**src/verilog/tmr8_cfg.svh**
```systemverilog
`ifndef TMR8_CFG_SVH
`define TMR8_CFG_SVH
// register byte addresses
`define TMR8_CTRL_A_OFF   12'h030
`define TMR8_CTRL_B_OFF   12'h034
`define TMR8_CNT_OFF      12'h038
`define TMR8_CMPA_OFF     12'h03C
`define TMR8_CMPB_OFF     12'h040
`define TMR8_STAT_OFF     12'h044
`define TMR8_MASK_OFF     12'h048
`define TMR8_DIR_OFF      12'h04C
// control a field positions
`define TMR8_COMA_MSB     7
`define TMR8_COMA_LSB     6
`define TMR8_COMB_MSB     5
`define TMR8_COMB_LSB     4
`define TMR8_WGM_LO_MSB   1
`define TMR8_WGM_LO_LSB   0
// control b field positions
`define TMR8_WGM_MSB_POS  3
// status and mask bits
`define TMR8_OVF_BIT      0
`define TMR8_CFA_BIT      1
`define TMR8_CFB_BIT      2
// reset values and counter limits
`define TMR8_CTRL_RST     8'h00
`define TMR8_MAX          8'hFF
`define TMR8_BOTTOM       8'h00
`endif

```
**src/verilog/tmr8_pkg.sv**
```systemverilog
package tmr8_pkg;
    // decoded waveform behaviour
    typedef enum logic [2:0] {
        TMR8_NORMAL,
        TMR8_CTC,
        TMR8_FAST,
        TMR8_PHASE,
        TMR8_RSVD
    } tmr8_kind_e;
    // decoded mode: kind and whether top is compare a
    typedef struct packed {
        tmr8_kind_e kind;
        logic       top_from_a;
    } tmr8_mode_s;
    // per-channel compare output: level and pin override
    typedef struct packed {
        logic level;
        logic own_pin;
    } tmr8_wave_s;
endpackage

```
**src/verilog/tmr8_wave_ctrl.sv**
```systemverilog
`timescale 1ns/1ps
`include "tmr8_cfg.svh"
////////////////////////////////////////////////////////////////////////////////
// Overview of operation
// - all logic on pclk, tick only enables
// - nonzero output mode takes pin, if output
// - non-pwm a: off, toggle, clear, set
// - pwm a code 01 toggles only with msb
// - fast a: clear/set on match, opposite bottom
// - fast, compare equals top: only bottom action
// - phase a: up-match and down-match opposite
// - phase, compare equals top: action at top
// - non-pwm b: off, toggle, clear, set
// - fast b: 01 reserved, 10/11 as a
// - phase b: 01 reserved, 10/11 as a
// - control a bits 3 and 2 read zero
// - mode = control b bit plus two low
// - mode table decodes kind and top source
// - normal/ctc overflow on max tick
module tmr8_wave_ctrl
    import tmr8_pkg::*;
(
    // clock and reset
    input  wire logic        pclk,
    input  wire logic        presetn,
    // apb slave
    input  wire logic        psel,
    input  wire logic        penable,
    input  wire logic        pwrite,
    input  wire logic [11:0] paddr,
    input  wire logic [31:0] pwdata,
    input  wire logic [3:0]  pstrb,
    output logic      [31:0] prdata,
    output logic             pready,
    output logic             pslverr,
    // prescaled tick, same clock domain
    input  wire logic        timer_tick,
    // compare output pins
    output logic             wave_out_a,
    output logic             wave_out_a_oe_n,
    output logic             wave_out_b,
    output logic             wave_out_b_oe_n,
    // interrupt
    output logic             irq
);

    ////////////////////////////////////////////////////////////////////////////
    // decode helpers

    // mode number to kind and top source
    function automatic tmr8_mode_s decode_mode(input logic [2:0] m);
        tmr8_mode_s r;
        r.top_from_a = 1'b0;
        r.kind       = TMR8_RSVD;
        unique case (m)
            3'h0: r.kind = TMR8_NORMAL;
            3'h1: r.kind = TMR8_PHASE;
            3'h2: begin
                r.kind       = TMR8_CTC;
                r.top_from_a = 1'b1;
            end
            3'h3: r.kind = TMR8_FAST;
            3'h5: begin
                r.kind       = TMR8_PHASE;
                r.top_from_a = 1'b1;
            end
            3'h7: begin
                r.kind       = TMR8_FAST;
                r.top_from_a = 1'b1;
            end
            default: r.kind = TMR8_RSVD;
        endcase
        return r;
    endfunction

    // next output level for one channel
    function automatic logic wave_next(
        input logic       cur,
        input logic [1:0] com,
        input logic       chan_a,
        input logic       wgm_msb,
        input tmr8_kind_e kind,
        input logic       match,
        input logic       at_top,
        input logic       at_bottom,
        input logic       up,
        input logic       cmp_is_top
    );
        logic nx;
        logic hit;
        nx  = cur;
        hit = match;
        unique case (kind)
            TMR8_NORMAL, TMR8_CTC: begin
                if (hit) begin
                    unique case (com)
                        2'b01:   nx = ~cur;
                        2'b10:   nx = 1'b0;
                        2'b11:   nx = 1'b1;
                        default: nx = cur;
                    endcase
                end
            end
            TMR8_FAST: begin
                if (com == 2'b01) begin
                    if (chan_a && wgm_msb && hit) begin
                        nx = ~cur;
                    end
                end else if (com[1]) begin
                    if (cmp_is_top) begin
                        hit = 1'b0;
                    end
                    if (at_bottom) begin
                        nx = ~com[0];
                    end else if (hit) begin
                        nx = com[0];
                    end
                end
            end
            TMR8_PHASE: begin
                if (com == 2'b01) begin
                    if (chan_a && wgm_msb && hit) begin
                        nx = ~cur;
                    end
                end else if (com[1]) begin
                    if (cmp_is_top) begin
                        if (at_top) begin
                            nx = ~com[0];
                        end
                    end else if (hit) begin
                        nx = up ? com[0] : ~com[0];
                    end
                end
            end
            default: nx = cur;
        endcase
        return nx;
    endfunction

    ////////////////////////////////////////////////////////////////////////////
    // state

    logic [7:0]  ctrl_a_q,   ctrl_a_d;    // output modes and low mode bits
    logic        wgm_msb_q,  wgm_msb_d;   // mode msb in control b
    logic [7:0]  cnt_q,      cnt_d;       // counter value
    logic        up_q,       up_d;        // phase mode direction
    logic [7:0]  cmpa_q,     cmpa_d;      // active compare a
    logic [7:0]  cmpb_q,     cmpb_d;      // active compare b
    logic [7:0]  cmpa_buf_q, cmpa_buf_d;  // software compare a
    logic [7:0]  cmpb_buf_q, cmpb_buf_d;  // software compare b
    logic [2:0]  stat_q,     stat_d;      // sticky event flags
    logic [2:0]  mask_q,     mask_d;      // interrupt enables
    logic [1:0]  dir_q,      dir_d;       // pin directions, 1 = output
    logic        wa_q,       wa_d;        // channel a level
    logic        wb_q,       wb_d;        // channel b level
    logic        wa_oen_q,   wa_oen_d;    // channel a enable, low drives
    logic        wb_oen_q,   wb_oen_d;    // channel b enable, low drives
    logic [31:0] prdata_q,   prdata_d;    // read data
    logic        pready_q,   pready_d;    // access answer
    logic        pslverr_q,  pslverr_d;   // unmapped answer
    logic        irq_q,      irq_d;       // interrupt level

    // combinational decode
    logic [2:0]  wgm;        // full mode number
    tmr8_mode_s  mode;       // decoded mode
    logic [7:0]  top;        // current top
    logic        at_top;     // counter at top
    logic        at_bottom;  // fast restart from top to bottom
    logic        wr;         // write access
    logic        rd;         // read access
    logic        mapped;     // address hits a register
    logic        cnt_wr;     // software writes counter
    logic        match_a;    // compare a match on tick
    logic        match_b;    // compare b match on tick
    logic [2:0]  ev;         // events this cycle

    assign wgm  = {wgm_msb_q, ctrl_a_q[`TMR8_WGM_LO_MSB:`TMR8_WGM_LO_LSB]};
    assign mode = decode_mode(wgm);
    assign top  = mode.top_from_a ? cmpa_q : `TMR8_MAX;
    assign at_top = (cnt_q == top);
    assign at_bottom = timer_tick && (mode.kind == TMR8_FAST) && at_top;
    assign wr = psel && penable && pwrite && !pready_q;
    assign rd = psel && penable && !pwrite && !pready_q;
    assign cnt_wr = wr && (paddr == `TMR8_CNT_OFF) && pstrb[0];
    assign match_a = timer_tick && (cnt_q == cmpa_q);
    assign match_b = timer_tick && (cnt_q == cmpb_q);

    // address decode
    always_comb begin
        unique case (paddr)
            `TMR8_CTRL_A_OFF, `TMR8_CTRL_B_OFF, `TMR8_CNT_OFF, `TMR8_CMPA_OFF,
            `TMR8_CMPB_OFF, `TMR8_STAT_OFF, `TMR8_MASK_OFF, `TMR8_DIR_OFF: mapped = 1'b1;
            default: mapped = 1'b0;
        endcase
    end

    ////////////////////////////////////////////////////////////////////////////
    // counter, buffers and events

    always_comb begin
        cnt_d      = cnt_q;
        up_d       = up_q;
        cmpa_d     = cmpa_q;
        cmpb_d     = cmpb_q;
        cmpa_buf_d = cmpa_buf_q;
        cmpb_buf_d = cmpb_buf_q;
        ev         = 3'h0;
        // counting only on ticks
        if (timer_tick) begin
            unique case (mode.kind)
                TMR8_NORMAL: begin
                    cnt_d = 8'(cnt_q + 8'h01);
                    ev[`TMR8_OVF_BIT] = (cnt_q == `TMR8_MAX);
                end
                TMR8_CTC: begin
                    cnt_d = at_top ? `TMR8_BOTTOM : 8'(cnt_q + 8'h01);
                    ev[`TMR8_OVF_BIT] = (cnt_q == `TMR8_MAX);
                end
                TMR8_FAST: begin
                    cnt_d = at_top ? `TMR8_BOTTOM : 8'(cnt_q + 8'h01);
                    ev[`TMR8_OVF_BIT] = mode.top_from_a ? at_top : (cnt_q == `TMR8_MAX);
                end
                TMR8_PHASE: begin
                    if (up_q) begin
                        if (at_top) begin
                            up_d  = 1'b0;
                            cnt_d = 8'(cnt_q - 8'h01);
                        end else begin
                            cnt_d = 8'(cnt_q + 8'h01);
                        end
                    end else if (cnt_q == `TMR8_BOTTOM) begin
                        up_d  = 1'b1;
                        cnt_d = 8'(cnt_q + 8'h01);
                        ev[`TMR8_OVF_BIT] = 1'b1;
                    end else begin
                        cnt_d = 8'(cnt_q - 8'h01);
                    end
                end
                default: cnt_d = cnt_q;
            endcase
            ev[`TMR8_CFA_BIT] = match_a;
            ev[`TMR8_CFB_BIT] = match_b;
        end
        // compare buffer takeover
        if (mode.kind == TMR8_NORMAL || mode.kind == TMR8_CTC) begin
            cmpa_d = cmpa_buf_q;
            cmpb_d = cmpb_buf_q;
        end else if ((mode.kind == TMR8_PHASE && timer_tick && at_top) || at_bottom) begin
            cmpa_d = cmpa_buf_q;
            cmpb_d = cmpb_buf_q;
        end
        // software writes
        if (cnt_wr) begin
            cnt_d = pwdata[7:0];
        end
        if (wr && pstrb[0] && paddr == `TMR8_CMPA_OFF) begin
            cmpa_buf_d = pwdata[7:0];
        end
        if (wr && pstrb[0] && paddr == `TMR8_CMPB_OFF) begin
            cmpb_buf_d = pwdata[7:0];
        end
    end

    ////////////////////////////////////////////////////////////////////////////
    // control, flags, pins and bus answer

    always_comb begin
        ctrl_a_d  = ctrl_a_q;
        wgm_msb_d = wgm_msb_q;
        mask_d    = mask_q;
        dir_d     = dir_q;
        stat_d    = stat_q;
        prdata_d  = 32'h0000_0000;
        pready_d  = 1'b0;
        pslverr_d = 1'b0;
        // writes, low byte lane only
        if (wr && pstrb[0]) begin
            unique case (paddr)
                `TMR8_CTRL_A_OFF: ctrl_a_d = pwdata[7:0] & 8'hF3;
                `TMR8_CTRL_B_OFF: wgm_msb_d = pwdata[`TMR8_WGM_MSB_POS];
                `TMR8_STAT_OFF:   stat_d = stat_q & ~pwdata[2:0];
                `TMR8_MASK_OFF:   mask_d = pwdata[2:0];
                `TMR8_DIR_OFF:    dir_d = pwdata[1:0];
                default:          stat_d = stat_q;
            endcase
        end
        // set wins over clear
        stat_d = stat_d | ev;
        // read mux
        if (rd) begin
            unique case (paddr)
                `TMR8_CTRL_A_OFF: prdata_d = {24'h0, ctrl_a_q & 8'hF3};
                `TMR8_CTRL_B_OFF: prdata_d = {28'h0, wgm_msb_q, 3'h0};
                `TMR8_CNT_OFF:    prdata_d = {24'h0, cnt_q};
                `TMR8_CMPA_OFF:   prdata_d = {24'h0, cmpa_buf_q};
                `TMR8_CMPB_OFF:   prdata_d = {24'h0, cmpb_buf_q};
                `TMR8_STAT_OFF:   prdata_d = {29'h0, stat_q};
                `TMR8_MASK_OFF:   prdata_d = {29'h0, mask_q};
                `TMR8_DIR_OFF:    prdata_d = {30'h0, dir_q};
                default:          prdata_d = 32'h0000_0000;
            endcase
        end
        if (psel && penable && !pready_q) begin
            pready_d  = 1'b1;
            pslverr_d = !mapped;
        end
        irq_d = |(stat_d & mask_d);
    end

    // waveform levels and pin override
    always_comb begin
        wa_d = wave_next(wa_q, ctrl_a_q[`TMR8_COMA_MSB:`TMR8_COMA_LSB], 1'b1, wgm_msb_q, mode.kind,
                         match_a && !cnt_wr, timer_tick && at_top, at_bottom, up_q, cmpa_q == top);
        wb_d = wave_next(wb_q, ctrl_a_q[`TMR8_COMB_MSB:`TMR8_COMB_LSB], 1'b0, wgm_msb_q, mode.kind,
                         match_b && !cnt_wr, timer_tick && at_top, at_bottom, up_q, cmpb_q == top);
        // driven only when mode nonzero and direction is output
        wa_oen_d = !((|ctrl_a_q[`TMR8_COMA_MSB:`TMR8_COMA_LSB]) && dir_q[0]);
        wb_oen_d = !((|ctrl_a_q[`TMR8_COMB_MSB:`TMR8_COMB_LSB]) && dir_q[1]);
    end

    // register all state
    always_ff @(posedge pclk or negedge presetn) begin
        if (!presetn) begin
            ctrl_a_q   <= `TMR8_CTRL_RST;
            wgm_msb_q  <= 1'b0;
            cnt_q      <= `TMR8_BOTTOM;
            up_q       <= 1'b1;
            cmpa_q     <= 8'h00;
            cmpb_q     <= 8'h00;
            cmpa_buf_q <= 8'h00;
            cmpb_buf_q <= 8'h00;
            stat_q     <= 3'h0;
            mask_q     <= 3'h0;
            dir_q      <= 2'h0;
            wa_q       <= 1'b0;
            wb_q       <= 1'b0;
            wa_oen_q   <= 1'b1;
            wb_oen_q   <= 1'b1;
            prdata_q   <= 32'h0000_0000;
            pready_q   <= 1'b0;
            pslverr_q  <= 1'b0;
            irq_q      <= 1'b0;
        end else begin
            ctrl_a_q   <= ctrl_a_d;
            wgm_msb_q  <= wgm_msb_d;
            cnt_q      <= cnt_d;
            up_q       <= up_d;
            cmpa_q     <= cmpa_d;
            cmpb_q     <= cmpb_d;
            cmpa_buf_q <= cmpa_buf_d;
            cmpb_buf_q <= cmpb_buf_d;
            stat_q     <= stat_d;
            mask_q     <= mask_d;
            dir_q      <= dir_d;
            wa_q       <= wa_d;
            wb_q       <= wb_d;
            wa_oen_q   <= wa_oen_d;
            wb_oen_q   <= wb_oen_d;
            prdata_q   <= prdata_d;
            pready_q   <= pready_d;
            pslverr_q  <= pslverr_d;
            irq_q      <= irq_d;
        end
    end

    // outputs straight from flops
    assign prdata          = prdata_q;
    assign pready          = pready_q;
    assign pslverr         = pslverr_q;
    assign wave_out_a      = wa_q;
    assign wave_out_a_oe_n = wa_oen_q;
    assign wave_out_b      = wb_q;
    assign wave_out_b_oe_n = wb_oen_q;
    assign irq             = irq_q;

endmodule

```
**config.mk**
```make
export PLATFORM = sky130hd
export DESIGN_NAME = tmr8_wave_ctrl
export DESIGN_NICKNAME = d
export VERILOG_FILES = /design/src/verilog/tmr8_pkg.sv /design/src/verilog/tmr8_wave_ctrl.sv
export VERILOG_INCLUDE_DIRS = /design/src /design/src/verilog
export SDC_FILE = /design/constraint.sdc
export NUM_CORES = 1
export LEC_CHECK = 0
export ABC_CLOCK_PERIOD_IN_PS = 3500
export BUFFER_PORTS_ARGS = -buffer_cell sky130_fd_sc_hd__buf_2
export CORE_AREA = 3 3 104 106
export DETAILED_ROUTE_END_ITERATION = 10
export DIE_AREA = 0 0 107 109
export GPL_TIMING_DRIVEN = 0
export PLACE_DENSITY_LB_ADDON = 0.1
export SYNTH_ARGS = -nofsm -noshare
export SYNTH_HDL_FRONTEND = slang
export SYNTH_SLANG_ARGS = --single-unit
```
**constraint.sdc**
```tcl
create_clock -name pclk -period 3.5 [get_ports pclk]
set_input_delay 0.35 -clock pclk [delete_from_list [all_inputs] [get_ports pclk]]
set_output_delay 0.35 -clock pclk [all_outputs]
set_load 0.05 [all_outputs]
```
== After elaboration in Yosys (flattened, before gate mapping) ==
Cells that the tools add are included.

* Output and inout port bits: 39
* Register bits after elaboration: 95

* Add/subtract/negate cells: 2
* Eq/ne operators: 44
* Multiplexer cells: 65
* Bitwise gates (word level): 8
* Reductions and logical operators: 54

{| class="wikitable"
|+ Operators by type and width
! operator !! count
|-
| 2-to-1 mux 8 bit || 12
|-
| one-hot mux 8 bit (8 select lines) || 1
|-
| equality test 12 x 6 -> 1 bit (second input constant) || 4
|-
| equality test 12 x 7 -> 1 bit (second input constant) || 4
|-
| equality test 8 bit || 5
|-
| 2-to-1 mux 1 bit || 40
|-
| one-hot mux 8 bit (3 select lines) || 1
|-
| logical AND 1 bit || 23
|-
| 2-to-1 mux 3 bit || 5
|-
| one-hot mux 1 bit (3 select lines) || 5
|-
| equality test 3 x 2 -> 1 bit (second input constant) || 4
|-
| inequality test 4 x 1 -> 1 bit (second input constant) || 3
|-
| one-hot mux 3 bit (4 select lines) || 1
|-
| OR reduction 2 bit || 6
|-
| AND reduction 10 bit || 1
|-
| AND reduction 2 bit || 5
|-
| inequality test 3 x 2 -> 1 bit (second input constant) || 3
|-
| adder 8 x 1 -> 8 bit (second input constant) || 1
|-
| equality test 2 bit (second input constant) || 4
|-
| equality test 8 bit (second input constant) || 1
|-
| zero test 8 bit || 1
|-
| inequality test 2 bit (second input constant) || 4
|-
| AND reduction 8 bit || 1
|-
| OR reduction 8 bit || 1
|-
| other kinds (20) || 37
|}

== Logic depth before layout (Yosys ltp) ==
Gate-level depths: netlist of run 1.

* Word-level depth: 16
* Depth in mapped cells: 10

== Least setup slack after synthesis of run 1 ==
Ideal clock, no wire load.

* Path type: register -> register
* From: reg wgm_msb_q
* To: reg cnt_q[3]
* Data required time: 3365 ps
* Arrival: 2398 ps
* Clock period less this slack: 2533 ps
* Stages on the path, launching flop included: 10
* Path buffers: 1
* Setup time: 135 ps
* Path slack: 967 ps
* Cells stage by stage: dfrtp_1 -> buf_6 -> or3b_4 -> a2111oi_4 -> nor2_2 -> nor4_4 -> o21bai_4 -> a22oi_2 -> mux2i_1 -> o311ai_1

* Word-level cells in the longest chain between the ends: 10
* Elaborated cells on any way between the ends: 26
* Those cells by class: 9 x eq/ne; 9 x mux; 8 x reduce/logical

{| class="wikitable"
|+ Ends and longest elaborated chain
! item !! line !! RTL
|-
| from (decl) || tmr8_wave_ctrl.sv:144 || <nowiki>logic wgm_msb_q, wgm_msb_d;</nowiki>
|-
| from (signal assigned) || tmr8_wave_ctrl.sv:345 || <nowiki>wgm_msb_q <= wgm_msb_d;</nowiki>
|-
| equality test 3 bit / equality test 3 x 2 -> 1 bit (equally long branches) || tmr8_wave_ctrl.sv:55 || <nowiki>unique case (m)</nowiki>
|-
| OR reduction 3 bit (no line) || - ||
|-
| 2-to-1 mux 1 bit || tmr8_wave_ctrl.sv:55 ||
|-
| 2-to-1 mux 8 bit (no line) || - ||
|-
| equality test 8 bit || tmr8_wave_ctrl.sv:180 || <nowiki>assign at_top = (cnt_q == top);</nowiki>
|-
| 2-to-1 mux 8 bit || tmr8_wave_ctrl.sv:225 || <nowiki>if (at_top) begin</nowiki>
|-
| 2-to-1 mux 8 bit || tmr8_wave_ctrl.sv:224 || <nowiki>if (up_q) begin</nowiki>
|-
| one-hot mux 8 bit (3 select lines) || tmr8_wave_ctrl.sv:210 || <nowiki>unique case (mode.kind)</nowiki>
|-
| 2-to-1 mux 8 bit || tmr8_wave_ctrl.sv:209 || <nowiki>if (timer_tick) begin</nowiki>
|-
| 2-to-1 mux 8 bit || tmr8_wave_ctrl.sv:253 || <nowiki>if (cnt_wr) begin</nowiki>
|-
| to (signal assigned) || tmr8_wave_ctrl.sv:326 || <nowiki>cnt_q <= `TMR8_BOTTOM;</nowiki>
|-
| to (signal assigned) || tmr8_wave_ctrl.sv:346 || <nowiki>cnt_q <= cnt_d;</nowiki>
|-
| to (decl) || tmr8_wave_ctrl.sv:145 || <nowiki>logic [7:0] cnt_q, cnt_d;</nowiki>
|}

Several ways; a longest one is shown, not always the timed one. The select of a mux whose other input is x is not followed.
A chain may end at the register's enable or synchronous reset.

== Final worst setup path of run 1 ==
* From: reg wgm_msb_q
* To: reg cnt_q[2]

Same word-level chain as after synthesis.

==> key figures, run 1 <==
Timing
  • Max_slew headroom: 0.243
  • Final hold slack: roughly 300 ps
  • Worst slew pin tran: around 1100 ps
  • Highest Clock Rate: roughly 320 MHz
  • Final setup vio count: 0
  • Setup Skew: around 15 ps
  • Setup TNS: 0 ps
  • Final hold violation count: 0
  • Unrepaired setup endpoints after global routing: false
  • Tmin final: around 3100 ps
  • Pins Over Slew Limit: 0
  • Fin crit share: 0.900

Cells and area
  • Diodes inserted: 0
  • Area Overhead vs Synth: 16.6%
  • Non-Filler Instances: 681
  • Final net count: 599
  • Layout cells sized above 1: 0.270
  • FILL cells: 921

Route
  • Pre-antenna DRT Iters: 7
  • Post-route ant nets: 0
  • Via density: a little under 6
  • Routed WL: 13.5 mm
  • DRT iter0 DRCs: between 200 and 300
  • Met2 WL: ~6 mm
  • Residual DRC: 0
  • Vias after detailed routing: just under 4000
  • Met1 wire length: 6.03 mm
  • Wire per inst: just under 20 um
  • Max layer used: met4
  • DR WL met3: roughly 1.1 mm

Run status
  • Status: finished clean

Worst setup path
  • Worst Path Arrival: 3380 ps
  • Worst r2r dst: cnt_q[2]
  • Reg2reg setup slack: approximately 350 ps
  • CP endpoint kind: flip-flop
  • Critical path class: flip-flop to flip-flop
  • Critical Path Source Type: flip-flop
  • Critical Path RT: 3730 ps
  • Reg2Reg Depth: 9
  • Crit path max fanout: 9
  • Reg-to-reg startpoint: wgm_msb_q

Floorplanning
  • Full die area: about 0.012 mm2
  • FP Rows: 36
  • Die X: 107 um
  • Initial core utilization: 0.453
  • Num ports: 93
  • Die Span Y: ~110 um
  • Core ar.: 0.00986 mm2

Synth
  • Post-synth EDFFs: 0
  • Post-synthesis cell count: about 470
  • Synth Area in XOR/XNOR: 0.0392
  • Synth Area in Adders: 0.00559
  • Synth Area in Simple Gates: 0.187
  • Post-synthesis register bit count: slightly above 70
  • Largest area contributor in the netlist: dfrtp_1
  • Mux share of post-synthesis cell area: 0.100
  • Most used DFF post-synth: dfrtp_1
  • Post-synth top area share: 0.380
  • Async SR Flop Fraction: 1.00
  • Cell area after synthesis: 0.00447 mm2
  • Compound-cell area share of the yosys netlist: 0.193
  • Syn Area/Cell: around 9.6 um2
  • Seq/Total Area, Yosys: 0.398
  • Netlist cell types: 69
  • Synth Warn #: 0
  • Largest family of logic cells by synthesized area: compound AO/OA/AOI/OAI gates
  • Synth area leaders: dfrtp_1, mux2_2, buf_4

Power and ir drop
  • Power share of the sequential group: 0.382
  • Total net switching power: between 0.8 and 0.9 mW
  • Clk pwr share: 0.352
  • Leak Pwr: 2.33 nW
  • Power share of the combinational group: 0.265
  • Switching share of power: 0.343
  • Internal power: approximately 1.5 mW
  • P per Cell Area: approximately 450 mW/mm2
  • Worst VDD drop: between 0.2 and 0.3 mV

Clocking
  • Post-cts hold buffer count: 1
  • Htree depth: 3
  • Clk pin slew, worst setup/hold paths: approximately 80 ps
  • Clock Tree Buf Depth: 2
  • Skew-Pair Late Insertion Delay: 360 ps
  • Post-CTS Setup Inserts: 0
  • Resized cells post-CTS: 0
  • Num CTS Buffers: 9
  • Clock sinks: 71
  • Root Driver: clkbuf_8
  • CTS tree: built

Min path
  • Hold crit path type: input pin to flip-flop
  • Worst hold endpoint: up_q
  • Hold Startpoint: timer_tick
  • Hold depth: 3

Global routing
  • Largest net degree at the start of global routing: between 50 and 60
  • Grt ovf: 0
  • First-pass GRT wire length: ~21 mm
  • Vias in the first global route: ~3800
  • Number of antenna violations at the first check in global routing: 0
  • GRT Overall Usage: 0.241

Placed design
  • Post-DP HPWL: just under 10 mm
  • GPL Wtd Cong: slightly above 0.9
  • I/O Buffers: 40
  • Placed instance count: 664

Run
  • Maxcap violations: 0
## Yosys cell counts, types with 4 or more instances
cell type / instances
nor3_1: 15
or3_1: 4
inv_1: 13
nor2b_1: 6
a31oi_1: 5
mux2_2: 37
dfrtp_1: 68
nor2_1: 27
a21oi_1: 25
xnor2_1: 7
o2111ai_1: 4
nand4_1: 5
a22oi_1: 14
and3_1: 6
and2_1: 7
clkbuf_1: 15
buf_2: 8
nand2b_1: 4
o221ai_1: 4
nand3_1: 8
o21a_1: 4
xor2_1: 13
a22o_1: 5
buf_4: 24
o211ai_1: 8
nand2_1: 40
o22ai_1: 6
o21ai_0: 18
## kinds of logic after synthesis
| family | after synthesis |
|---|---|
| AOI/OAI and AO/OA | 120 |
| xor gates and xnor gates | 20 |
| adders and majority gates | 2 |
| buffers and inverters | 62 |
| DFF | 71 |
| muxes | 40 |
| other | 1 |
| and+or+nand+nor | 151 |
## through the flow
step | total power, mW | area, um2 | utilization | worst slack [ps]
floorplan | 1.35 | 4560 | - | 967
detailed placement | 1.53 | 4960 | 0.502 | 338
CTS | 2.36 | 5220 | 0.529 | 386
global route | 2.47 | 5220 | 0.529 | 207
finish | 2.35 | 5220 | 0.529 | 352
global placement | 1.52 | 4930 | 0.499 | 342
## sequential cells by signal, indices dropped and copies added (netlist names)
name / count
wgm_msb_q: 1
pslverr: 1
cnt_q: 8
wave_out_a: 1
pready: 1
stat_q: 3
cmpa_q: 8
prdata: 8
cmpb_buf_q: 8
wave_out_b: 1
irq: 1
up_q: 1
ctrl_a_q: 6
wave_out_a_oe_n: 1
wave_out_b_oe_n: 1
dir_q: 2
mask_q: 3
cmpa_buf_q: 8
cmpb_q: 8
## power groups by stage
stage          Combinational [mW]  Sequential [mW]  Clock, mW
2_1_floorplan               0.415            0.932          0
3_3_place_gp                0.608            0.916          0
3_5_place_dp                0.612            0.915          0
4_1_cts                     0.615            0.899      0.846
5_1_grt                     0.680            0.906      0.887
6_report                    0.625            0.900      0.829
## routing by layer
metal  global-route usage  vias up
met5                    0        -
met4               0.0813        0
met3               0.0432       25
met2                0.366      203
met1                0.348     1931
li1                     -     1821
## cells in the final DEF, fill, tap and decap left out, drive strengths merged, types with 5 or more instances in the layout
cell type and instances:
inv 17, and3 6, xor2 13, o21ai 19, nand2 41, a22oi 15
nor2 28, nor4 8, buf 75, dfrtp 68, mux2 38, nor3 16
xnor2 7, a31oi 5, o22ai 6, a21oi 25, nand4 5, o211ai 8
nor2b 6, clkbuf 24, and2 9, conb 24, nand3 8, a22o 5
## final cells by class
type,count,area (um2),share of cell area
Sequential cell,71,1780,0.341
Timing Repair Buffer,42,240,0.0461
Inverter,13,48.8,0.00936
Multi-Input combinational cell,357,2440,0.468
Tap cell,133,166,0.0319
Clock buffer,9,124,0.0238
Clock inverter,7,125,0.0240
Buffer,49,292,0.0559
## worst max-delay path by stage
stage,startpoint,end,slack (ps),depth (start not counted)
after CTS,wgm_msb_q,cnt_q[3],390,9
after global routing,wgm_msb_q,cnt_q[3],210,9
final,wgm_msb_q,cnt_q[2],350,9
after detailed placement,paddr[10],cnt_q[4],340,9
after floorplan,wgm_msb_q,cnt_q[3],970,9
after global placement,paddr[10],cnt_q[4],340,9
## critical path, stage by stage, from the launching register on
cell and delay (ps):
dfrtp_1 380, buf_6 140, or3b_4 440, nand2_1 350, a311oi_2 250, nor4_4 650
a21oi_1 280, o2bb2ai_1 190, o211ai_1 240, a21oi_1 110
(Power assumes the default switching activity.)
==> run 2: changes to the inputs <==
--- a/config.mk
+++ b/config.mk
@@ -8,9 +8,9 @@
 export LEC_CHECK = 0
 export ABC_CLOCK_PERIOD_IN_PS = 3500
 export BUFFER_PORTS_ARGS = -buffer_cell sky130_fd_sc_hd__buf_2
-export CORE_AREA = 3 3 104 106
+export CORE_AREA = 3 3 110 112
 export DETAILED_ROUTE_END_ITERATION = 10
-export DIE_AREA = 0 0 107 109
+export DIE_AREA = 0 0 113 115
 export GPL_TIMING_DRIVEN = 0
 export PLACE_DENSITY_LB_ADDON = 0.1
 export SYNTH_ARGS = -nofsm -noshare
==> run 2 against run 1 <==
Power rose by 7.6%. First-iteration DRC count fell by 15%. Setup slack got worse by 39 ps.
==> key figures, run 2 (synthesis gave the netlist of run 1 again) <==
Run status
  • Status: finished clean

Min path
  • Hold crit path type: input pin to flip-flop

Clocking
  • Num CTS Buffers: 9 (unchanged)
  • Skew-Pair Late Insertion Delay: 340 ps (-20 ps)
  • Clock Tree Buf Depth: 2 (unchanged)
  • Clk pin slew, worst setup/hold paths: 60 ps (-20 ps)
  • Post-cts hold buffer count: 1 (unchanged)
  • Htree depth: 3 (unchanged)
  • Root Driver: clkbuf_16
  • Resized cells post-CTS: 0 (unchanged)
  • CTS tree: built
  • Clock sinks: 71 (unchanged)
  • Post-CTS Setup Inserts: 0 (unchanged)

Worst setup path
  • Critical path class: flip-flop to flip-flop
  • CP max stage cell: nor4_4
  • Peak per-stage delay on the critical path: 630 ps (-20 ps)
  • CP endpoint kind: flip-flop
  • Critical Path Source Type: flip-flop
  • CP cell instances: buf_2 -> or3b_4 -> nand2_1 -> a311oi_2 -> nor4_4 -> a21oi_1 -> a211oi_1 -> o21ai_0
  • Critical Path RT: 3700 ps (-30 ps)
  • Crit path max fanout: 9 (unchanged)
  • Worst Path Arrival: 3380 ps (about the same)

Timing
  • Pins Over Slew Limit: 0 (unchanged)
  • Final hold violation count: 0 (unchanged)
  • Max_slew headroom: 0.306 (+0.0628)
  • Tmin final: 3190 ps (+38.6 ps)
  • Highest Clock Rate: 314 MHz (-1.2%)
  • Setup Skew: 7.79 ps (-7.38 ps)
  • Final setup vio count: 0 (unchanged)
  • Unrepaired setup endpoints after global routing: false
  • Worst slew pin tran: 1030 ps (-93.5 ps)
  • Fin crit share: 0.911 (+0.0110)
  • Setup TNS: 0 ps (unchanged)

Run
  • Maxcap violations: 0 (unchanged)

Route
  • Residual DRC: 0 (unchanged)
  • Pre-antenna DRT Iters: 5 (-2)
  • Post-route ant nets: 0 (unchanged)
  • Routed WL: 13.7 mm (+1.3%)
  • Via density: 5.65 (-3.3%)
  • Vias after detailed routing: 3904 (-1.9%)
  • Wire per inst: 19.8 um (-0.15%)
  • DRT iter0 DRCs: 249 (-15%)

Placed design
  • Placed instance count: 674 (+1.5%)
  • Post-DP HPWL: 10.0 mm (+1.8%)
  • Placed inst area: 0.00497 mm2 (+0.25%)
  • GPL Wtd Cong: 0.907 (-0.55%)
  • I/O Buffers: 40 (unchanged)

Global routing
  • Number of antenna violations at the first check in global routing: 0 (unchanged)
  • Grt ovf: 0 (unchanged)
  • First-pass GRT wire length: 21.5 mm (+0.84%)
  • Vias in the first global route: 3764 (-0.79%)
  • Largest net degree at the start of global routing: 62 (+6.9%)
  • GRT Overall Usage: 0.216 (-0.0247)

Floorplanning
  • Initial core utilization: 0.395 (-0.0583)
  • Full die area: 0.0130 mm2 (+11%)
  • Die Span Y: 115 um (+5.5%)
  • Num ports: 93 (unchanged)
  • Die X: 113 um (+5.6%)
  • Core ar.: 0.0113 mm2 (+15%)
  • FP Rows: 39 (+8.3%)

Power and ir drop
  • Worst VDD drop: 0.257 mV (-7.1%)
  • P per Cell Area: 478 mW/mm2 (+5.9%)
  • Leak Pwr: 2.36 nW (+1.0%)

Cells and area
  • Diodes inserted: 0 (unchanged)
  • Area Overhead vs Synth: 18.5%
  • Final net count: 599 (unchanged)
  • Most frequent cells in the layout: dfrtp_1, buf_2, nand2_1, mux2_2, nor2_1
  • Util after Layout: 0.468 (-0.0605)
  • Non-Filler Instances: 691 (+1.5%)
  • FILL cells: 1108 (+20%)
  • Most common cell after layout, fill and taps aside: dfrtp_1
  • Final instance area: 0.00530 mm2 (+1.6%)
  • Layout cells sized above 1: 0.268 (-0.00182)
run 2: cell types whose count changed in the layout (fill, tap and decap cells not counted):
cell / before / now
clkbuf_16: 0 / 9
clkbuf_8: 9 / 0
bufinv_16: 3 / 2
clkbuf_1: 15 / 16
clkinvlp_4: 0 / 2
inv_6: 4 / 2
run 2: worst paths after layout:
check                                  from               to  slack [ps]  cells past startpoint
max in group asynchronous           presetn  wave_out_a_oe_n        2510                      3
worst min-delay path              pwdata[3]    cmpa_buf_q[3]         330                      2
worst max register to register  ctrl_a_q[0]         cnt_q[1]         310                      8
worst max-delay path            ctrl_a_q[0]         cnt_q[1]         310                      8
min in group asynchronous           presetn         cnt_q[3]         390                      2
worst min register to register     dir_q[0]  wave_out_a_oe_n         480                      1
run 2: routing by layer:
layer | up-vias | global-route usage | part of all wire
met5 | - | 0 | 0
li1 | 1820 | - | -
met4 | 0 | 0.0761 | 0.025
met1 | 1914 | 0.313 | 0.47
met3 | 25 | 0.0389 | 0.060
met2 | 145 | 0.325 | 0.45
run 2: where the power goes:
group	internal [mW]	total (mW)	switching [mW]
clock	0.630	1.01	0.378
sequential	0.869	0.901	0.0320
combinational	0.197	0.624	0.427
total	1.70	2.53	0.837
run 2: final cells by class:
type                    instances  area (um2)  share of cell area
plain buffers                  49         292              0.0550
clock buffers                  10         229              0.0432
clock inverters                 6        92.6              0.0175
inverters                      13        48.8             0.00921
multi-input cells             357        2440               0.460
flip-flops and latches         71        1780               0.336
well taps                     143         179              0.0338
repair buffers                 42         240              0.0453
run 2: critical path: cells and delay by family, from the launching register on:
kind | cells | cell delay, ps
AOI/OAI and AO/OA | 4 | 1140
buffers and inverters | 1 | 160
DFF | 1 | 360
and+or+nand+nor | 3 | 1380
run 2: stage by stage:
step                power, mW  setup WS, ps  hold WS, ps
finish                   2.53           313          331
global route             2.65           177          334
CTS                      2.54           428          332
detailed placement       1.53           327          208
global placement         1.53           300          469
floorplan                1.35           967         54.4
